### src/hdl/led_regs_pkg.sv
// Constants, reset values and transaction states of the LED driver register bank
package led_regs_pkg;

    // ==========================================================
    // Register offsets
    localparam logic [7:0] OFS_BRIGHT    = 8'h00;
    localparam logic [7:0] OFS_CURR      = 8'h02;
    localparam logic [7:0] OFS_CFG1      = 8'h04;
    localparam logic [7:0] OFS_CFG2      = 8'h06;
    localparam logic [7:0] OFS_SUP_IEN   = 8'h08;
    localparam logic [7:0] OFS_BST_IEN   = 8'h0A;
    localparam logic [7:0] OFS_LED_IEN   = 8'h0C;
    localparam logic [7:0] OFS_SUP_FLT   = 8'h0E;
    localparam logic [7:0] OFS_BST_FLT   = 8'h10;
    localparam logic [7:0] OFS_LED_FLT   = 8'h12;
    localparam logic [7:0] OFS_DIAG_FSM  = 8'h14;
    localparam logic [7:0] OFS_DIAG_PWMI = 8'h16;
    localparam logic [7:0] OFS_DIAG_PWMO = 8'h18;
    localparam logic [7:0] OFS_DIAG_CUR  = 8'h1A;
    localparam logic [7:0] OFS_DIAG_BST  = 8'h1C;
    localparam logic [7:0] OFS_DIAG_DET  = 8'h1E;

    // ==========================================================
    // Reset values
    localparam logic [15:0] RST_BRIGHT = 16'h0000;
    localparam logic [15:0] RST_CURR   = 16'h0FFF;
    localparam logic [15:0] RST_CFG1   = 16'h08A3;
    localparam logic [15:0] RST_CFG2   = 16'h0100;
    localparam logic [15:0] RST_IEN    = 16'hAAAA;
    localparam logic [15:0] ZERO_WORD  = 16'h0000;

    // ==========================================================
    // Field positions and codes
    localparam int         CUR_MSB     = 11;
    localparam int         SRC_LSB     = 8;
    localparam int         RATE_LSB    = 12;
    localparam int         SLOPE_BIT   = 1;
    localparam int         CLR_LSB     = 8;
    localparam int         FLAG_MAX    = 8;
    localparam logic [1:0] SRC_PWM     = 2'h0;
    localparam logic [1:0] SRC_REG     = 2'h2;

    // ==========================================================
    // Serial link
    localparam logic [3:0] LAST_BIT    = 4'h7;
    localparam logic [3:0] ACK_SLOT    = 4'h8;
    localparam logic [6:0] SLAVE_DEF   = 7'h3A;

    typedef enum logic [2:0] {
        TS_IDLE, TS_DEV, TS_REG, TS_WHI, TS_WLO, TS_RHI, TS_RLO, TS_SKIP
    } txn_state_e;

endpackage : led_regs_pkg

### src/hdl/fault_flags.sv
// Sticky fault status bits with paired status and clear write
`timescale 1ns/1ns
module fault_flags
    import led_regs_pkg::*;
#(
    parameter int GROUPS = 3,
    parameter int FLAGS  = 8
) (
    // Clock and reset
    input  wire logic                    mclk_i,
    input  wire logic                    rstn_i,
    // Events and writes
    input  wire logic [GROUPS*FLAGS-1:0] evt_i,
    input  wire logic [GROUPS-1:0]       wr_i,
    input  wire logic [15:0]             wdata_i,
    // Status
    output logic [GROUPS*FLAGS-1:0]      flags_o
);
    if (FLAGS > FLAG_MAX) begin : g_bad_flags
        $error("fault_flags: FLAGS must not exceed the clear field width");
    end

    for (genvar g = 0; g < GROUPS; g++) begin : g_grp
        for (genvar f = 0; f < FLAGS; f++) begin : g_bit
            localparam int K = g * FLAGS + f;
            logic clr;
            assign clr = wr_i[g] & wdata_i[f] & wdata_i[CLR_LSB + f];

            // A new event in the clearing cycle wins over the clear
            always_ff @(posedge mclk_i) begin
                if (!rstn_i) begin
                    flags_o[K] <= 1'b0;
                end else if (evt_i[K]) begin
                    flags_o[K] <= 1'b1;
                end else if (clr) begin
                    flags_o[K] <= 1'b0;
                end
            end

            AST_FLAG_CLEAR: assert property (@(posedge mclk_i) disable iff (!rstn_i)
                flags_o[K] && wr_i[g] && !(wdata_i[f] && wdata_i[CLR_LSB + f])
                |=> flags_o[K])
                else $error("fault flag cleared without status and clear bits");
        end
    end

endmodule : fault_flags

### src/hdl/i2c_byte_engine.sv
// Bit level serial slave: framing, byte shifting and acknowledge drive
`timescale 1ns/1ns
module i2c_byte_engine
    import led_regs_pkg::*;
(
    // Clock and reset
    input  wire logic       mclk_i,
    input  wire logic       rstn_i,
    // Serial pins
    input  wire logic       scl_i,
    input  wire logic       sda_i,
    output logic            sda_o,
    output logic            sda_oen_o,
    // Byte side
    input  wire logic       ack_i,
    input  wire logic       tx_en_i,
    input  wire logic [7:0] tx_byte_i,
    output logic            start_o,
    output logic            stop_o,
    output logic [7:0]      byte_o,
    output logic            byte_vld_o,
    output logic            mack_o,
    output logic            mnack_o
);
    logic       scl_q;
    logic       sda_q;
    logic       frame_r;
    logic [3:0] bit_cnt_r;
    logic [7:0] shift_r;
    logic [7:0] tx_r;
    logic       drive_r;
    logic       tx_act_r;
    logic       scl_rise;
    logic       scl_fall;
    logic       start_det;
    logic       stop_det;

    assign scl_rise  = scl_i & ~scl_q;
    assign scl_fall  = ~scl_i & scl_q;
    assign start_det = scl_i & scl_q & sda_q & ~sda_i;
    assign stop_det  = scl_i & scl_q & ~sda_q & sda_i;
    // Open drain: only ever pulls low
    assign sda_o     = 1'b0;
    assign sda_oen_o = ~drive_r;

    always_ff @(posedge mclk_i) begin
        if (!rstn_i) begin
            scl_q <= 1'b1;
            sda_q <= 1'b1;
        end else begin
            scl_q <= scl_i;
            sda_q <= sda_i;
        end
    end

    always_ff @(posedge mclk_i) begin
        if (!rstn_i) begin
            frame_r   <= 1'b0;
            bit_cnt_r <= 4'h0;
            shift_r   <= 8'h00;
        end else if (start_det) begin
            frame_r   <= 1'b1;
            bit_cnt_r <= 4'h0;
        end else if (stop_det) begin
            frame_r   <= 1'b0;
        end else if (frame_r && scl_rise) begin
            if (bit_cnt_r == ACK_SLOT) begin
                bit_cnt_r <= 4'h0;
            end else begin
                shift_r   <= {shift_r[6:0], sda_i};
                bit_cnt_r <= bit_cnt_r + 4'h1;
            end
        end
    end

    always_ff @(posedge mclk_i) begin
        if (!rstn_i) begin
            start_o    <= 1'b0;
            stop_o     <= 1'b0;
            byte_vld_o <= 1'b0;
            byte_o     <= 8'h00;
            mack_o     <= 1'b0;
            mnack_o    <= 1'b0;
        end else begin
            start_o    <= start_det;
            stop_o     <= stop_det;
            byte_vld_o <= frame_r & scl_rise & (bit_cnt_r == LAST_BIT);
            if (frame_r && scl_rise && bit_cnt_r == LAST_BIT) begin
                byte_o <= {shift_r[6:0], sda_i};
            end
            mack_o     <= frame_r & scl_rise & (bit_cnt_r == ACK_SLOT) & tx_act_r & ~sda_i;
            mnack_o    <= frame_r & scl_rise & (bit_cnt_r == ACK_SLOT) & tx_act_r & sda_i;
        end
    end

    // Pin changes only while the clock line is low, so no false start or stop
    // Direction is latched per byte, so the address ack of a read is still ours
    always_ff @(posedge mclk_i) begin
        if (!rstn_i) begin
            drive_r  <= 1'b0;
            tx_act_r <= 1'b0;
            tx_r     <= 8'h00;
        end else if (start_det || stop_det) begin
            drive_r  <= 1'b0;
            tx_act_r <= 1'b0;
        end else if (frame_r && scl_fall) begin
            if (bit_cnt_r == ACK_SLOT) begin
                drive_r <= ~tx_act_r & ack_i;
            end else if (bit_cnt_r == 4'h0) begin
                tx_act_r <= tx_en_i;
                drive_r  <= tx_en_i & ~tx_byte_i[7];
                tx_r     <= {tx_byte_i[6:0], 1'b0};
            end else if (tx_act_r) begin
                drive_r <= ~tx_r[7];
                tx_r    <= {tx_r[6:0], 1'b0};
            end else begin
                drive_r <= 1'b0;
            end
        end
    end

endmodule : i2c_byte_engine

### src/hdl/led_driver_register_map.sv
// Register bank of a four channel LED driver, reached over the serial slave port
`timescale 1ns/1ns
// Contract
// - Sixteen 16-bit registers at even offsets 00h-1Eh
// - Brightness word at 00h, resets to zero
// - 12-bit global current in bits 11-0
// - Current register resets to 0FFFh
// - Configuration one at 04h resets to 8A3h
// - Write is address, register, high, low bytes
// - Source 0 selects PWM, 2 selects register
// - Fault clears only with status and clear
module led_driver_register_map
    import led_regs_pkg::*;
#(
    parameter logic [6:0] SLAVE_ADDR = SLAVE_DEF,
    parameter int         FLAGS      = 8
) (
    // Clock and reset
    input  wire logic             mclk_i,
    input  wire logic             rstn_i,
    // Serial pins
    input  wire logic             scl_i,
    input  wire logic             sda_i,
    output logic                  sda_o,
    output logic                  sda_oen_o,
    // Fault events
    input  wire logic [FLAGS-1:0] supply_fault_evt_i,
    input  wire logic [FLAGS-1:0] boost_fault_evt_i,
    input  wire logic [FLAGS-1:0] led_fault_evt_i,
    // Measured and diagnostic values
    input  wire logic [15:0]      pwm_duty_i,
    input  wire logic [15:0]      diag_state_i,
    input  wire logic [15:0]      diag_pwm_out_i,
    input  wire logic [15:0]      diag_current_i,
    input  wire logic [15:0]      diag_boost_i,
    input  wire logic [15:0]      diag_detect_i,
    // Control outputs
    output logic [15:0]           brightness_o,
    output logic [11:0]           global_current_setting_o,
    output logic [1:0]            brightness_source_select_o,
    output logic                  smooth_sloping_on_o,
    output logic [1:0]            spread_rate_select_o,
    output logic [15:0]           config_one_o,
    output logic [15:0]           config_two_o,
    // Interrupt enables and fault status
    output logic [15:0]           supply_int_en_o,
    output logic [15:0]           boost_int_en_o,
    output logic [15:0]           led_interrupt_enable_o,
    output logic [3*FLAGS-1:0]    fault_flags_o
);
    // ==========================================================
    // Serial byte engine
    logic       start;
    logic       stop;
    logic [7:0] rx_byte;
    logic       byte_vld;
    logic       mack;
    logic       mnack;
    logic       ack_r;
    logic       tx_en_r;
    logic [7:0] tx_byte_r;

    i2c_byte_engine u_engine (
        .mclk_i     (mclk_i),
        .rstn_i     (rstn_i),
        .scl_i      (scl_i),
        .sda_i      (sda_i),
        .sda_o      (sda_o),
        .sda_oen_o  (sda_oen_o),
        .ack_i      (ack_r),
        .tx_en_i    (tx_en_r),
        .tx_byte_i  (tx_byte_r),
        .start_o    (start),
        .stop_o     (stop),
        .byte_o     (rx_byte),
        .byte_vld_o (byte_vld),
        .mack_o     (mack),
        .mnack_o    (mnack)
    );

    // ==========================================================
    // Transaction sequencing
    txn_state_e  state_r;
    logic [7:0]  ptr_r;
    logic [7:0]  hi_r;
    logic [7:0]  rd_lo_r;
    logic        wr_stb_r;
    logic [15:0] wr_data_r;
    logic [15:0] rd_word;
    logic        addr_hit;

    assign addr_hit = (rx_byte[7:1] == SLAVE_ADDR);

    always_ff @(posedge mclk_i) begin
        if (!rstn_i) begin
            state_r <= TS_IDLE;
        end else if (start) begin
            state_r <= TS_DEV;
        end else if (stop) begin
            state_r <= TS_IDLE;
        end else if (byte_vld) begin
            case (state_r)
                TS_DEV:  state_r <= !addr_hit ? TS_SKIP : (rx_byte[0] ? TS_RHI : TS_REG);
                TS_REG:  state_r <= TS_WHI;
                TS_WHI:  state_r <= TS_WLO;
                TS_WLO:  state_r <= TS_SKIP;
                default: state_r <= state_r;
            endcase
        end else if (mack || mnack) begin
            case (state_r)
                TS_RHI:  state_r <= mack ? TS_RLO : TS_SKIP;
                default: state_r <= TS_SKIP;
            endcase
        end
    end

    // Bytes past the fourth of a write are not acknowledged
    always_ff @(posedge mclk_i) begin
        if (!rstn_i) begin
            ack_r <= 1'b0;
        end else if (start || stop) begin
            ack_r <= 1'b0;
        end else if (byte_vld) begin
            ack_r <= (state_r == TS_DEV && addr_hit) || state_r == TS_REG
                     || state_r == TS_WHI || state_r == TS_WLO;
        end
    end

    always_ff @(posedge mclk_i) begin
        if (!rstn_i) begin
            ptr_r <= 8'h00;
            hi_r  <= 8'h00;
        end else if (byte_vld && state_r == TS_REG) begin
            ptr_r <= rx_byte;
        end else if (byte_vld && state_r == TS_WHI) begin
            hi_r  <= rx_byte;
        end
    end

    // Commit only after the low byte, so a cut write changes nothing
    always_ff @(posedge mclk_i) begin
        if (!rstn_i) begin
            wr_stb_r  <= 1'b0;
            wr_data_r <= ZERO_WORD;
        end else begin
            wr_stb_r <= byte_vld & (state_r == TS_WLO);
            if (byte_vld && state_r == TS_WLO) begin
                wr_data_r <= {hi_r, rx_byte};
            end
        end
    end

    // Whole word is captured at the read address so both bytes agree
    always_ff @(posedge mclk_i) begin
        if (!rstn_i) begin
            tx_en_r   <= 1'b0;
            tx_byte_r <= 8'h00;
            rd_lo_r   <= 8'h00;
        end else if (start || stop || mnack) begin
            tx_en_r   <= 1'b0;
        end else if (byte_vld && state_r == TS_DEV && addr_hit && rx_byte[0]) begin
            tx_en_r   <= 1'b1;
            tx_byte_r <= rd_word[15:8];
            rd_lo_r   <= rd_word[7:0];
        end else if (mack && state_r == TS_RHI) begin
            tx_byte_r <= rd_lo_r;
        end else if (mack) begin
            tx_en_r   <= 1'b0;
        end
    end

    // ==========================================================
    // Writable registers
    logic [15:0] bright_r;
    logic [15:0] curr_r;
    logic [15:0] cfg1_r;
    logic [15:0] cfg2_r;
    logic [15:0] sup_ien_r;
    logic [15:0] bst_ien_r;
    logic [15:0] led_ien_r;

    always_ff @(posedge mclk_i) begin
        if (!rstn_i) begin
            bright_r  <= RST_BRIGHT;
            curr_r    <= RST_CURR;
            cfg1_r    <= RST_CFG1;
            cfg2_r    <= RST_CFG2;
            sup_ien_r <= RST_IEN;
            bst_ien_r <= RST_IEN;
            led_ien_r <= RST_IEN;
        end else if (wr_stb_r) begin
            case (ptr_r)
                OFS_BRIGHT:  bright_r  <= wr_data_r;
                OFS_CURR:    curr_r    <= wr_data_r;
                OFS_CFG1:    cfg1_r    <= wr_data_r;
                OFS_CFG2:    cfg2_r    <= wr_data_r;
                OFS_SUP_IEN: sup_ien_r <= wr_data_r;
                OFS_BST_IEN: bst_ien_r <= wr_data_r;
                OFS_LED_IEN: led_ien_r <= wr_data_r;
                default:     ;
            endcase
        end
    end

    // ==========================================================
    // Fault status
    logic [2:0] flt_wr;

    assign flt_wr = {wr_stb_r && ptr_r == OFS_LED_FLT,
                     wr_stb_r && ptr_r == OFS_BST_FLT,
                     wr_stb_r && ptr_r == OFS_SUP_FLT};

    fault_flags #(
        .GROUPS (3),
        .FLAGS  (FLAGS)
    ) u_faults (
        .mclk_i  (mclk_i),
        .rstn_i  (rstn_i),
        .evt_i   ({led_fault_evt_i, boost_fault_evt_i, supply_fault_evt_i}),
        .wr_i    (flt_wr),
        .wdata_i (wr_data_r),
        .flags_o (fault_flags_o)
    );

    // ==========================================================
    // Read decode
    always_comb begin
        rd_word = ZERO_WORD;
        case (ptr_r)
            OFS_BRIGHT:    rd_word = bright_r;
            OFS_CURR:      rd_word = curr_r;
            OFS_CFG1:      rd_word = cfg1_r;
            OFS_CFG2:      rd_word = cfg2_r;
            OFS_SUP_IEN:   rd_word = sup_ien_r;
            OFS_BST_IEN:   rd_word = bst_ien_r;
            OFS_LED_IEN:   rd_word = led_ien_r;
            OFS_SUP_FLT:   rd_word[FLAGS-1:0] = fault_flags_o[FLAGS-1:0];
            OFS_BST_FLT:   rd_word[FLAGS-1:0] = fault_flags_o[2*FLAGS-1:FLAGS];
            OFS_LED_FLT:   rd_word[FLAGS-1:0] = fault_flags_o[3*FLAGS-1:2*FLAGS];
            OFS_DIAG_FSM:  rd_word = diag_state_i;
            OFS_DIAG_PWMI: rd_word = pwm_duty_i;
            OFS_DIAG_PWMO: rd_word = diag_pwm_out_i;
            OFS_DIAG_CUR:  rd_word = diag_current_i;
            OFS_DIAG_BST:  rd_word = diag_boost_i;
            OFS_DIAG_DET:  rd_word = diag_detect_i;
            default:       rd_word = ZERO_WORD;
        endcase
    end

    // ==========================================================
    // Control outputs
    // Reserved source codes give zero brightness rather than a guess
    always_ff @(posedge mclk_i) begin
        if (!rstn_i) begin
            brightness_o <= ZERO_WORD;
        end else begin
            case (cfg1_r[SRC_LSB+1:SRC_LSB])
                SRC_PWM: brightness_o <= pwm_duty_i;
                SRC_REG: brightness_o <= bright_r;
                default: brightness_o <= ZERO_WORD;
            endcase
        end
    end

    assign global_current_setting_o   = curr_r[CUR_MSB:0];
    assign brightness_source_select_o = cfg1_r[SRC_LSB+1:SRC_LSB];
    assign smooth_sloping_on_o        = cfg1_r[SLOPE_BIT];
    assign spread_rate_select_o       = cfg1_r[RATE_LSB+1:RATE_LSB];
    assign config_one_o               = cfg1_r;
    assign config_two_o               = cfg2_r;
    assign supply_int_en_o            = sup_ien_r;
    assign boost_int_en_o             = bst_ien_r;
    assign led_interrupt_enable_o               = led_ien_r;

    // ==========================================================
    // Checks
    AST_RESET_VALUES: assert property (@(posedge mclk_i)
        $rose(rstn_i) |-> curr_r == RST_CURR && global_current_setting_o == RST_CURR[CUR_MSB:0]
            && bright_r == RST_BRIGHT)
        else $error("current or brightness reset value wrong");

    AST_CFG1_RESET: assert property (@(posedge mclk_i)
        $rose(rstn_i) |-> config_one_o == RST_CFG1 && smooth_sloping_on_o)
        else $error("configuration one reset value wrong");

    AST_BRIGHT_WRITE: assert property (@(posedge mclk_i) disable iff (!rstn_i)
        wr_stb_r && ptr_r == OFS_BRIGHT |=> bright_r == $past(wr_data_r))
        else $error("brightness word not written");

    AST_CURR_WRITE: assert property (@(posedge mclk_i) disable iff (!rstn_i)
        wr_stb_r && ptr_r == OFS_CURR |=> global_current_setting_o == $past(wr_data_r[11:0]))
        else $error("current setting not taken from low twelve bits");

    AST_UNMAPPED_READ: assert property (@(posedge mclk_i) disable iff (!rstn_i)
        ptr_r[0] || ptr_r > OFS_DIAG_DET |-> rd_word == ZERO_WORD)
        else $error("unmapped offset reads non zero");

    AST_UNMAPPED_WRITE: assert property (@(posedge mclk_i) disable iff (!rstn_i)
        wr_stb_r && (ptr_r[0] || ptr_r > OFS_DIAG_DET)
        |=> $stable(bright_r) && $stable(curr_r) && $stable(cfg1_r) && $stable(cfg2_r))
        else $error("write to unmapped offset changed a register");

    AST_SRC_REG: assert property (@(posedge mclk_i) disable iff (!rstn_i)
        brightness_source_select_o == SRC_REG |=> brightness_o == $past(bright_r))
        else $error("register brightness source not followed");

    AST_SRC_PWM: assert property (@(posedge mclk_i) disable iff (!rstn_i)
        brightness_source_select_o == SRC_PWM |=> brightness_o == $past(pwm_duty_i))
        else $error("PWM brightness source not followed");

    AST_WRITE_FOURTH_BYTE: assert property (@(posedge mclk_i) disable iff (!rstn_i)
        byte_vld && state_r == TS_WLO && !start && !stop
        |=> wr_stb_r && wr_data_r == {$past(hi_r), $past(rx_byte)} ##1 !wr_stb_r)
        else $error("write not committed after the fourth byte");

endmodule : led_driver_register_map

### config.mk
export PLATFORM = sky130hd
export DESIGN_NAME = led_driver_register_map
export DESIGN_NICKNAME = d
export VERILOG_FILES = /design/src/hdl/led_regs_pkg.sv /design/src/hdl/fault_flags.sv /design/src/hdl/i2c_byte_engine.sv /design/src/hdl/led_driver_register_map.sv
export SDC_FILE = /design/constraint.sdc
export NUM_CORES = 1
export LEC_CHECK = 0
export ABC_AREA = 1
export BUFFER_PORTS_ARGS = -buffer_cell sky130_fd_sc_hd__buf_4
export CAP_MARGIN = 10
export CORE_MARGIN = 4
export CORE_UTILIZATION = 40
export DETAILED_ROUTE_END_ITERATION = 8
export GPL_ROUTABILITY_DRIVEN = 0
export PLACE_DENSITY = 0.61
export RECOVER_POWER = 100
export SLEW_MARGIN = 20
export SYNTH_ARGS = -nofsm -noshare
export SYNTH_HDL_FRONTEND = slang
export SYNTH_SLANG_ARGS = --single-unit
export TNS_END_PERCENT = 30
### constraint.sdc
create_clock -name mclk_i -period 2 [get_ports mclk_i]
set_clock_uncertainty 0.15 [all_clocks]
set_input_delay 0.1 -clock mclk_i [delete_from_list [all_inputs] [get_ports mclk_i]]
set_output_delay 0.1 -clock mclk_i [all_outputs]
set_load 0.1 [all_outputs]
-- After elaboration in Yosys (flattened, before gate mapping)
Cells that the tools add are included.
- output and inout port bits: 139
- register bits: 243
- logic and storage cells: 312
- bitwise gates (word level): 79
- mux-type cells: 73
- add/subtract/negate cells: 1
- reduce and logical (&&, ||, !) cells: 76
- equal/unequal tests: 27
- operators with widths (cell ; count):
    case mux 8 bit (16 select lines) ; 1
    case mux 8 bit (13 select lines) ; 1
    bitwise AND 1 bit ; 64
    equality test 8 x 5 -> 1 bit (second input constant) ; 8
    2-to-1 mux 1 bit ; 60
    nonzero test 2 bit ; 29
    equality test 8 x 4 -> 1 bit (second input constant) ; 4
    2-to-1 mux 8 bit ; 4
    case mux 16 bit (2 select lines) ; 1
    AND reduction 2 bit ; 14
    equality test 8 x 3 -> 1 bit (second input constant) ; 2
    NOT 1 bit ; 15
    logical AND 1 bit ; 14
    2-to-1 mux 3 bit ; 4
    case mux 3 bit (4 select lines) ; 1
    equality test 8 x 2 -> 1 bit (second input constant) ; 1
    logical NOT 8 bit ; 1
    AND reduction 4 bit ; 2
    OR reduction 2 bit ; 4
    equality test 7 x 6 -> 1 bit (second input constant) ; 1
    logical OR 1 bit ; 7
    != test 7 x 5 -> 1 bit (second input constant) ; 1
    equality test 3 x 2 -> 1 bit (second input constant) ; 2
    equality test 3 bit (second input constant) ; 2
    13 further kinds ; 13

-- Logic depth before layout (Yosys ltp)
Gate-level depths: netlist (run 1).
- depth after elaboration: 6
- gate-level depth with buffers: 13
- depth with buffers taken out: 12

-- By module
A second synthesis (run 1) with hierarchy kept.
- cell total of the unflattened synthesis: 1693
- area total of the unflattened synthesis: 11464.7 sq um
- by module, submodules not included (module ; instances ; cells an instance ; area an instance (sq um) ; sequential area each (sq um)):
    led_driver_register_map ; 1 ; 1341 ; 8962.3 ; 3643.5
    i2c_byte_engine ; 1 ; 226 ; 1544.0 ; 720.7
    fault_flags ; 1 ; 126 ; 958.4 ; 480.5

-- Least setup slack after synthesis (run 1)
Ideal clock, no wire load.
- path kind: register to register
- from: reg cfg1_r[9] (netlist: config_one_o[9])
- to: reg brightness_o[10]
- data required time: 1.718 ns
- path slack: -0.020 ns
- arrival: 1.737 ns
- cell stages (with the launch flop): 6
- setup time: 0.132 ns
- path buffers: 2
- cells stage by stage: dfxtp_1 > clkbuf_1 > inv_1 > clkbuf_1 > nand3_1 > a21oi_1
- cells in the longest elaborated chain, start to end: 2
- elaborated cells between the ends (all ways): 3
- those cells by class: eq/ne (1); mux (1); reduce/logical (1)
- RTL lines (what ; line ; source):
    start: declaration ; led_driver_register_map.sv:176 ; logic [15:0] cfg1_r;
    start signal: assignment ; led_driver_register_map.sv:195 ; OFS_CFG1: cfg1_r <= wr_data_r;
    equality test 2 bit or logical NOT 2 bit (tied branches) ; led_driver_register_map.sv:257 ; case (cfg1_r[SRC_LSB+1:SRC_LSB])
    case mux 16 bit (2 select lines) (*) ; led_driver_register_map.sv:257 ;
    end signal: assignment ; led_driver_register_map.sv:258 ; SRC_PWM: brightness_o <= pwm_duty_i;
    end signal: assignment ; led_driver_register_map.sv:259 ; SRC_REG: brightness_o <= bright_r;
    end: declaration ; led_driver_register_map.sv:38 ; output logic [15:0] brightness_o,
Mark *: on every way between the ends. The rest lies on a longest branch, timed or not.
A chain may end at the register's enable or synchronous reset.

-- Final worst setup path (run 1)
- from: reg ptr_r[1]
- to: reg tx_byte_r[5]
- cells in the longest elaborated chain, start to end: 3
- elaborated cells between the ends (all ways): 15
- those cells by class: eq/ne (12); mux (2); reduce/logical (1)
- RTL lines (what ; line ; source):
    start: declaration ; led_driver_register_map.sv:84 ; logic [7:0] ptr_r;
    start signal: assignment ; led_driver_register_map.sv:134 ; ptr_r <= rx_byte;
    equality test 8 x 5 -> 1 bit, or another cell as far along ; led_driver_register_map.sv:229 ; case (ptr_r)
    case mux 8 bit (13 select lines) (*) ; led_driver_register_map.sv:229 ;
    2-to-1 mux 8 bit (*) ; led_driver_register_map.sv:161 ; end else if (byte_vld && state_r == TS_DEV && addr_hit && rx_byte[0]) begin
    end signal: assignment ; led_driver_register_map.sv:163 ; tx_byte_r <= rd_word[15:8];
    end signal: assignment ; led_driver_register_map.sv:166 ; tx_byte_r <= rd_lo_r;
    end: declaration ; led_driver_register_map.sv:61 ; logic [7:0] tx_byte_r;
Marked as above.

==> flow_metrics.py, run 1 <==
metrics = {
    "status": {
        "status": "completed",
    },
    "timing": {
        "final-setup-viol-count": 0,
        "hold_viol_final": 0,
        "fmax_mhz": 506,
        "rsz0062_at_grt": "yes",
        "relSlewSlack": 0.625,
        "fin_hold_ws_ns": 0.0110,
        "worstMarginPinSlew_ns": 0.560,
        "final.min_clock_period_ns": 1.98,
        "final_max_slew_viol_count": 0,
        "fin_crit_sh": 0.988,
    },
    "critical_path": {
        "worstReg2RegStart": "ptr_r[1]",
        "cp.arrival_ns": 2.29,
        "crit_path_end_kind": "register",
        "cp-start-kind": "register",
        "rrSetupSlack_ns": 0.02,
        "worstPathMaxFanout": 16,
        "reg2regPathDepth": 11,
        "r2r-end": "tx_byte_r[5]",
        "worstPathRequired_ns": 2.32,
        "crit_type": "reg -> reg",
    },
    "yosys": {
        "synthMuxAreaShare": 0,
        "synth_seq_cells": 242,
        "syn_nets": 1853,
        "yosys.area_share.adder": 0.00215,
        "synth_top_cell_by_area": "dfxtp_1",
        "netlist_area_sq_mm": 0.0116,
        "synth_xor_area_frac": 0.000753,
        "avgSynthCellArea_sq_um": 6.73,
        "ys_types": 36,
        "synth_edf_count": 0,
        "synth_seq_area_share": 0.417,
        "yosys_warnings": 0,
        "yosys.area_share.simple": 0.344,
        "yosys-top-cells-area": "dfxtp_1 (42%), nand2_1 (12%), nand3_1 (11%)",
        "yosys_most_used_dff": "dfxtp_1",
        "asyncSetResetFlopFracSynth": 0,
        "synth_compound_area_frac": 0.137,
        "syn_inst": 1727,
        "synth_top_family_by_area": "simple AND/OR/NAND/NOR gates",
        "yosys.area.top_type_share": 0.417,
    },
    "power_and_ir_drop": {
        "switching_power_w": 0.00272,
        "sw_frac_of_total": 0.242,
        "ir_worst_vdd_mv": 0.598,
        "power.share.clock": 0.468,
        "p_seq_frac": 0.441,
        "pwr_density_cell_mw_per_mm2": 691,
        "internal_power_w": 0.00849,
        "leakagePower_nw": 7.74,
        "p_comb_frac": 0.091,
    },
    "cells_and_area": {
        "diodes": 0,
        "finalNonFillerCells": 2476,
        "mostFrequentLayoutCells": "nand2_1 (381), buf_4 (324), nand3_1 (256)",
        "final_nets": 2199,
        "final_common_cell": "nand2_1",
        "fill_cells": 2724,
        "drive_gt1_frac": 0.233,
        "regArea_sq_mm": 0.00485,
        "multiInputGateArea_sq_mm": 0.00574,
        "areaGrowthSynthToFinish_pct": 39.5,
    },
    "place": {
        "portBuffers": 261,
        "place_inst": 2337,
        "dp_hpwl_mm": 36.7,
    },
    "global_route": {
        "overflow": 0,
        "grt_usage": 0.297,
        "antenna_found_initial": 2,
        "grt_start_max_net_pins": 94,
        "grt_pass1_vias": 12200,
        "grt_pass1_wl_mm": 72.9,
    },
    "route": {
        "final_antenna_net_count": 0,
        "vias_per_cell": 5.36,
        "drc_errors": 0,
        "first_iter_violations": 1384,
        "wirelength_mm": 49.8,
        "firstDrtPassIters": 6,
        "wl_per_cell_um": 20.1,
        "vias": 13300,
    },
    "min_path": {
        "hold_path_startpoint": "diag_current_i[9]",
        "whs_path_depth": 7,
        "whs_endpoint": "tx_byte_r[1]",
        "min_path_type": "in -> reg",
    },
    "clocking": {
        "path_clk_slew_ns": 0.06,
        "cts_buffer_depth": 3,
        "clkLatencyLatePin_ns": 0.54,
        "cts_buffers": 26,
        "cts_tree": "built",
        "clock_sinks": 242,
        "root_buffer": "clkbuf_16",
        "htreeDepth": 1,
    },
    "floorplan": {
        "coreArea_sq_mm": 0.0287,
        "dieHeight_um": 178,
        "initial_utilization": 0.405,
        "dieArea_sq_mm": 0.0319,
        "pin_count": 263,
        "die_w_um": 178,
        "fp-row-count": 62,
    },
    "run": {
        "drv_cap": 0,
    },
}
-- what timing repair did --
item / CTS / global route
buffers inserted: 0 / 15
endpoints found under the hold margin: 83 / 0
pin swaps: 0 / 7
gates cloned: 0 / 4
hold buffers: 73 / 0
setup endpoints to repair: 1 / 85
gates resized for setup: 0 / 50
-- cell usage after synthesis, types with 2 or more instances --
master    count
ha_1          2
buf_1         7
nand2_1     385
nor2_2       12
nand2_2       6
o211ai_1      5
a21boi_0      8
dfxtp_1     242
inv_1       113
nor3_2        3
clkbuf_1     44
nor2_4       11
buf_6         5
o21ai_1       5
inv_2        11
nand4_1       4
nor3_1        4
nor2_1      233
a31oi_1       8
buf_4        37
nand3_1     263
o22ai_1       3
o21ai_0     159
a21oi_1     115
buf_2        31
-- area by class of cell --
cell class                      instances  share of cell area
Timing Repair Buffer                  442               0.230
Tap cell                              384              0.0296
Sequential cell                       242               0.299
Inverter                              125              0.0291
Clock inverter                          6             0.00817
Clock buffer                           41              0.0492
Timing Repair inverter                  1            0.000308
Multi-Input combinational cell       1235               0.354
-- routing by layer --
| layer | vias up | track usage | part of all wire | wire [um] |
|---|---|---|---|---|
| li1 | 6297 | - | - | - |
| met1 | 6161 | 0.400 | 0.41 | 20300 |
| met2 | 705 | 0.487 | 0.46 | 22900 |
| met3 | 95 | 0.0581 | 0.10 | 5180 |
| met4 | 2 | 0.0822 | 0.028 | 1420 |
| met5 | - | 0 | 0.00026 | 13 |
-- worst max path at each step --
stage / start / end / slack [ns] / cells past startpoint
after floorplan: config_one_o[8] / brightness_o[2] / 0.12 / 6
after global placement: ptr_r[1] / u_faults.flags_o[23] / 0.02 / 7
after detailed placement: ptr_r[1] / u_faults.flags_o[23] / 0.02 / 7
after CTS: ptr_r[0] / bright_r[4] / -0.003 / 8
after global routing: u_engine.bit_cnt_r[0] / u_engine.tx_r[1] / -0.03 / 9
final: ptr_r[1] / tx_byte_r[5] / 0.02 / 11
-- power by group through the flow --
| stage | logic, W | clock network (W) | registers [W] |
|---|---|---|---|
| finish | 0.00102 | 0.00525 | 0.00495 |
| global route | 0.00107 | 0.00547 | 0.00495 |
| CTS | 0.00101 | 0.00528 | 0.00495 |
| detailed placement | 0.000896 | 0 | 0.00505 |
| global placement | 0.000892 | 0 | 0.00505 |
| floorplan | 0.000179 | 0 | 0.00540 |
-- worst max-delay path, cell delays in order (launching register included) --
cell     delay (ns)
dfxtp_2        0.37
inv_1          0.09
nor2_1         0.14
nand2_1        0.15
nor2_4         0.13
buf_12         0.15
nand2_1        0.07
nand3_1        0.20
nor2_1         0.08
nand2_1        0.16
nand2_1        0.10
a21oi_2        0.12
-- flip-flops by register name, indices dropped and copies added (netlist names), 8 cells and up --
| signal | count |
|---|---|
| curr_r | 16 |
| wr_data_r | 16 |
| config_two_o | 16 |
| bright_r | 16 |
| hi_r | 8 |
| led_interrupt_enable_o | 16 |
| u_engine.byte_o | 8 |
| tx_byte_r | 8 |
| supply_int_en_o | 16 |
| u_faults.flags_o | 24 |
| config_one_o | 16 |
| brightness_o | 16 |
| ptr_r | 8 |
| boost_int_en_o | 16 |
| rd_lo_r | 8 |
-- kinds of logic after synthesis --
family          Yosys count
flops                   242
fa+ha+maj                 2
buf+inv                 250
simple gates            925
compound gates          306
xor+xnor                  1
other cells               1
-- per-stage QoR --
stage	setup TNS (ns)	util	instance area [sq um]	setup slack, ns	power (W)
after global placement	0	0.497	14300	0.0194	0.00594
after floorplan	0	-	11600	0.117	0.00558
final	0	0.565	16200	0.0246	0.0112
after detailed placement	0	0.497	14300	0.0166	0.00595
after CTS	-0.00293	0.555	15900	-0.00293	0.0112
after global routing	-0.115	0.565	16200	-0.0289	0.0115
(Power assumes the default switching activity.)
==> run 2, diff against run 1 <==
- SYNTH_HIERARCHICAL: unset -> 1
==> run 2 against run 1 <==
Against the previous run:
- the flow now finishes with violations (DRC)
- critical path depth up 2
- total power shrank 4.3%
- first-iteration DRC count up 13%
- critical path type unchanged
- largest cell class unchanged
- setup slack worse by 0.012 ns
- sequential cell count unchanged
- sequential share of layout area up 0.59 points
- synthesized cell count down 2.0%
- combinational power barely moved
- global-route usage fell by 0.90 points
==> flow_metrics.py, run 2 <==
metrics = {
    "status": {
        "status": "complete, but fails checks",
        "violations": "DRC",
    },
    "global_route": {
        "overflow": 0,
        "grt_busiest_layer": "met2",
        "grt_start_max_net_pins": 101,
        "antenna_found_initial": 0,
        "grt_pass1_vias": 12100,
        "grt_usage": 0.288,
        "gr-usage-met1": 0.400,
        "met3_usage": 0.0545,
        "met2_usage": 0.451,
        "grt_pass1_wl_mm": 70.4,
    },
    "power_and_ir_drop": {
        "switching_power_w": 0.00273,
        "p_comb_frac": 0.095,
        "leakagePower_nw": 7.62,
        "p_seq_frac": 0.460,
        "pwr_density_cell_mw_per_mm2": 675,
        "ir_worst_vdd_mv": 0.609,
        "power_w": 0.0107,
        "power.share.clock": 0.445,
        "sw_frac_of_total": 0.254,
        "internal_power_w": 0.00801,
    },
    "yosys": {
        "syn_nets": 1819,
        "synth_seq_cells": 242,
        "asyncSetResetFlopFracSynth": 0,
        "ys_types": 32,
        "synth_top_cell_by_area": "dfxtp_1",
        "synth_edf_count": 0,
        "synth_most_common_cell": "nand2_1",
        "yosys-top-cells-area": "dfxtp_1 (42%), nand2_1 (13%), nand3_1 (11%)",
        "synth_seq_area_share": 0.423,
        "netlist_area_sq_mm": 0.0115,
        "yosys.area.top_type_share": 0.423,
        "syn_inst": 1693,
        "yosys_warnings": 6,
        "avgSynthCellArea_sq_um": 6.77,
        "synth_common_cells": "nand2_1 (410), nand3_1 (244), dfxtp_1 (242)",
        "yosys_most_used_dff": "dfxtp_1",
    },
    "route": {
        "vias_per_cell": 5.33,
        "wirelength_mm": 47.4,
        "wl_per_cell_um": 19.5,
        "first_iter_violations": 1561,
        "vias": 12900,
        "firstDrtPassIters": 9,
        "final_antenna_net_count": 0,
        "drc_errors": 1,
    },
    "clocking": {
        "cts_tree": "built",
        "htreeDepth": 1,
        "clock_sinks": 242,
        "path_clk_slew_ns": 0.06,
        "cts_buffers": 27,
        "clkLatencyLatePin_ns": 0.53,
        "root_buffer": "clkbuf_16",
        "cts_buffer_depth": 3,
    },
    "place": {
        "dpl_cell_area_sq_mm": 0.0140,
        "dp_hpwl_mm": 34.2,
        "preCtsSetupSlack_ns": -0.0321,
        "place_inst": 2290,
        "portBuffers": 261,
    },
    "critical_path": {
        "crit_type": "reg -> reg",
        "crit_path_end_kind": "register",
        "worstPathRequired_ns": 2.32,
        "cp-start-kind": "register",
        "worstPathMaxFanout": 8,
        "cp.arrival_ns": 2.31,
    },
    "timing": {
        "relSlewSlack": 0.521,
        "fmax_mhz": 503,
        "final-setup-viol-count": 0,
        "rsz0062_at_grt": "yes",
        "final_max_slew_viol_count": 0,
        "setup_ws_ns": 0.0127,
        "fin_crit_sh": 0.994,
        "final.min_clock_period_ns": 1.99,
        "fin_hold_ws_ns": 0.00660,
        "worstMarginPinSlew_ns": 0.718,
        "hold_viol_final": 0,
    },
    "cells_and_area": {
        "top_register": "u_faults/flags_o",
        "final_nets": 2156,
        "regArea_sq_mm": 0.00485,
        "mostFrequentLayoutCells": "nand2_1 (403), buf_4 (315), nand3_1 (244)",
        "final_common_cell": "nand2_1",
        "finalNonFillerCells": 2428,
        "fill_cells": 2633,
        "areaGrowthSynthToFinish_pct": 38.7,
        "largest_reg_flops": 24,
        "diodes": 0,
        "stdcell_area_sq_mm": 0.0159,
        "drive_gt1_frac": 0.215,
        "multiInputGateArea_sq_mm": 0.00555,
    },
    "floorplan": {
        "pin_count": 263,
        "initial_utilization": 0.409,
        "dieArea_sq_mm": 0.0314,
        "fp-row-count": 61,
        "dieHeight_um": 177,
        "die_w_um": 177,
        "coreArea_sq_mm": 0.0280,
    },
    "min_path": {
        "min_path_type": "in -> reg",
    },
    "run": {
        "drv_cap": 0,
    },
}
run 2: cell types whose count changed after synthesis, moves of 15 or more:
cell | previous run | this run
buf_2 | 31 | 46
inv_1 | 113 | 136
nand2_1 | 385 | 410
o211ai_1 | 5 | 40
a21oi_1 | 115 | 160
nor2_1 | 233 | 169
nand3_1 | 263 | 244
o21ai_0 | 159 | 129
run 2: critical path, cell delays in order (launching register included):
cell and delay (ns):
dfxtp_2 0.33, inv_2 0.09, nand2_4 0.07, buf_4 0.15
nor2_4 0.23, buf_12 0.17, nand2_1 0.06, nand2_1 0.07
nor2_1 0.04, nand2_1 0.06, nor2_1 0.06, nor2_4 0.21
nand2_1 0.11, a21oi_2 0.12
run 2: logic make-up (layout without fill, tap and decap cells):
| group | after synthesis | in the layout | share of synthesized area |
|---|---|---|---|
| compound gates | 336 | 336 | 0.157 |
| fa+ha+maj | 2 | 2 | 0.00218 |
| buf+inv | 258 | 615 | 0.101 |
| xor+xnor | 1 | 1 | 0.000764 |
| other cells | 1 | 1 | 0.000327 |
| simple gates | 853 | 853 | 0.316 |
| flops | 242 | 242 | 0.423 |
run 2: per-layer routing:
layer,part of all wire,vias to the layer above
met1,0.42,5888
met3,0.10,122
met2,0.44,720
met5,0,-
li1,-,6207
met4,0.038,0
run 2: what timing repair did:
| action | 4_1_cts | 5_1_grt |
|---|---|---|
| pin swaps | 2 | 5 |
| gates cloned | 0 | 4 |
| buffers inserted | 4 | 2 |
| hold buffers | 79 | 0 |
| resized for setup | 1 | 33 |
| hold endpoints to repair | 175 | 0 |
| endpoints found under the setup margin | 10 | 48 |
run 2: final cells by class:
class,count,area share
clock buffer,34,0.0441
multi-input combinational,1193,0.349
timing repair buffer,419,0.229
clock inverter,15,0.00818
sequential,242,0.305
inverter,147,0.0347
tap,378,0.0297
run 2: per-stage QoR:
stage,utilization,TNS [ns]
2_1_floorplan,-,0
3_3_place_gp,0.501,-0.0155
3_5_place_dp,0.501,-0.0648
4_1_cts,0.560,0
5_1_grt,0.568,-1.03
6_report,0.568,0
run 2: final timing paths:
path                            depth (start not counted)             from  slack (ns)            to
worst max-delay path                                   13         ptr_r[0]        0.01  tx_byte_r[7]
worst min-delay path                                    7  diag_state_i[5]       0.007    rd_lo_r[5]
worst max register to register                         13         ptr_r[0]        0.01  tx_byte_r[7]
worst min register to register                          2          hi_r[4]        0.32       hi_r[4]
run 2: power groups by stage:
stage	Sequential [W]	Combinational [W]	Clock, W
6_report	0.00494	0.00102	0.00477
5_1_grt	0.00494	0.00108	0.00502
4_1_cts	0.00494	0.00102	0.00481
3_5_place_dp	0.00504	0.000893	0
3_3_place_gp	0.00504	0.000892	0
2_1_floorplan	0.00540	0.000181	0
==> run 3, diff against run 2 <==
- BUFFER_PORTS_ARGS: -buffer_cell sky130_fd_sc_hd__buf_4 -> unset
- DONT_BUFFER_PORTS: unset -> 1
- PLACE_DENSITY: 0.61 -> 0.53
- RECOVER_POWER: 100 -> 25
==> run 3 against run 2 <==
Against the previous run:
- the flow finishes with violations (hold timing, setup timing)
- clock power grew 12%
- largest power group is now the clock network
- critical endpoint is now u_engine/mnack_o
- non-clock buffer count shrank 90
- highest routed layer is now met5
- maximum frequency shrank 1.5%
- sequential cell count is the same
- final cell count shrank 3.6%
==> flow_metrics.py, run 3 (same netlist as run 2, synthesis figures left out) <==
metrics = {
    "timing": {
        "fin_crit_sh": 1.01,
        "fmax_mhz": 496,
        "fin_hold_ws_ns": -0.428,
        "relSlewSlack": 0.360,
        "final-setup-viol-count": 3,
        "final.min_clock_period_ns": 2.02,
        "worstMarginPinSlew_ns": 0.957,
        "setup_ws_ns": -0.0182,
        "rsz0062_at_grt": "yes",
        "hold_viol_final": 153,
        "final_max_slew_viol_count": 0,
    },
    "cells_and_area": {
        "final_common_cell": "nand2_1",
        "largest_reg_flops": 24,
        "mostFrequentLayoutCells": "nand2_1 (398), nand3_1 (241), dfxtp_1 (235)",
        "regArea_sq_mm": 0.00485,
        "drive_gt1_frac": 0.167,
        "top_register": "u_faults/flags_o",
        "stdcell_area_sq_mm": 0.0154,
        "multiInputGateArea_sq_mm": 0.00558,
        "fin_util": 0.548,
        "areaGrowthSynthToFinish_pct": 33.9,
        "fill_cells": 2739,
        "final_nets": 2067,
    },
    "power_and_ir_drop": {
        "pwr_density_cell_mw_per_mm2": 722,
        "power_w": 0.0111,
        "leakagePower_nw": 7.14,
        "ir_worst_vdd_mv": 0.720,
    },
    "critical_path": {
        "crit_slowest_cell": "dlygate4sd3_1",
        "rrSetupSlack_ns": -0.02,
        "max_stage_delay_ns": 0.60,
        "cp.arrival_ns": 2.34,
        "worstReg2RegStart": "u_engine/scl_q",
        "reg2regPathDepth": 5,
        "crit_path_end_kind": "register",
        "worstPathRequired_ns": 2.32,
        "crit_type": "reg -> reg",
        "r2r-end": "u_engine/mnack_o",
        "worstPathMaxFanout": 4,
        "cp_common_cell": "nor2_1",
        "cp-start-kind": "register",
        "path_cells": "nand3b_1, nor2_1, nand3_1, dlygate4sd3_1, nor2_1",
    },
    "clocking": {
        "ctsHoldBuffers": 116,
        "clkLatencyLatePin_ns": 0.54,
        "cts_tree": "built",
        "htreeDepth": 1,
        "clock_sinks": 242,
        "root_buffer": "clkbuf_16",
        "cts_buffer_depth": 3,
        "path_clk_slew_ns": 0.06,
        "cts_buffers": 27,
    },
    "floorplan": {
        "die_w_um": 177,
        "pin_count": 263,
        "coreArea_sq_mm": 0.0280,
        "dieHeight_um": 177,
        "fp-row-count": 61,
        "dieArea_sq_mm": 0.0314,
        "initial_utilization": 0.409,
    },
    "global_route": {
        "grt_pass1_vias": 11500,
        "grt_pass1_wl_mm": 68.9,
        "antenna_found_initial": 2,
        "overflow": 0,
        "grt_start_max_net_pins": 172,
        "grt_usage": 0.283,
    },
    "route": {
        "vias_per_cell": 5.38,
        "wl_per_cell_um": 20.3,
        "first_iter_violations": 1352,
        "wirelength_mm": 47.4,
        "final_antenna_net_count": 0,
        "vias": 12600,
        "firstDrtPassIters": 6,
        "drc_errors": 0,
    },
    "place": {
        "dp_hpwl_mm": 33.8,
        "preCtsSetupSlack_ns": -0.131,
        "dpl_cell_area_sq_mm": 0.0130,
        "portBuffers": 0,
    },
    "min_path": {
        "whs_path_depth": 2,
        "hold_path_startpoint": "rstn_i",
        "whs_endpoint": "u_engine/shift_r[1]",
        "min_path_type": "in -> reg",
    },
    "status": {
        "status": "complete, but fails checks",
        "violations": "hold timing, setup timing",
    },
    "run": {
        "drv_cap": 0,
    },
}
-- run 3: changes by cell type in the layout (fill, tap and decap cells not counted), moves of 5 or more --
| cell | previous run | this run |
|---|---|---|
| buf_4 | 315 | 166 |
| dlygate4sd3_1 | 79 | 116 |
| o21ai_0 | 128 | 122 |
| clkinv_2 | 11 | 5 |
| nand2_1 | 403 | 398 |
| clkbuf_2 | 0 | 25 |
| clkbuf_8 | 0 | 8 |
| nand2_2 | 11 | 17 |
| o21ai_1 | 2 | 7 |
-- run 3: how the worst max path moves through the flow --
stage,startpoint,endpoint,slack [ns],depth (start not counted)
global placement,ptr_r[6],tx_byte_r[1],-0.14,12
global route,u_engine/scl_q,u_engine/mnack_o,-0.07,5
CTS,ptr_r[6],tx_byte_r[1],-0.04,12
detailed placement,ptr_r[6],tx_byte_r[1],-0.13,12
floorplan,ptr_r[5],u_faults/flags_o[15],0.21,11
finish,u_engine/scl_q,u_engine/mnack_o,-0.02,5
-- run 3: timing repair --
item / CTS / global route
resized for setup: 3 / 45
setup buffers: 1 / 12
pin swaps: 1 / 6
hold endpoints to repair: 239 / 152
endpoints found under the setup margin: 7 / 50
cloned: 0 / 3
-- run 3: stage by stage --
step           hold slack [ns]  TNS [ns]  instances
5_1_grt                 -0.442     -1.05       2340
3_5_place_dp            0.0270    -0.657       2158
6_report                -0.428   -0.0311       2340
3_3_place_gp            0.0275    -0.641       2158
4_1_cts                 -0.483   -0.0586       2324
2_1_floorplan           0.0224         0       1693
-- run 3: area by class of cell --
| cell class | instances | area share |
|---|---|---|
| antenna | 1 | 0.000163 |
| clock buffer | 37 | 0.0517 |
| clock inverter | 12 | 0.0110 |
| inverter | 147 | 0.0368 |
| multi-input combinational | 1194 | 0.363 |
| sequential | 242 | 0.316 |
| tap | 378 | 0.0308 |
| timing repair buffer | 329 | 0.190 |
-- run 3: critical path: cells and delay by family, from the launching register on --
kind / cells / cell delay, ns
AND/OR/NAND/NOR: 4 / 0.83
buffers and inverters: 1 / 0.60
flip-flops: 1 / 0.35
-- run 3: where the power goes --
part | switching [W] | internal [W]
combinational | 0.000570 | 0.000248
sequential | 0.0000358 | 0.00489
clock | 0.00207 | 0.00328
total | 0.00268 | 0.00841
-- run 3: layer usage --
metal  track usage  vias to the layer above  share of wire
met1         0.381                     5865           0.41
met4        0.0722                        2          0.029
met3        0.0535                       90          0.099
met5             0                        -        0.00025
met2         0.471                      598           0.47
li1              -                     6032              -
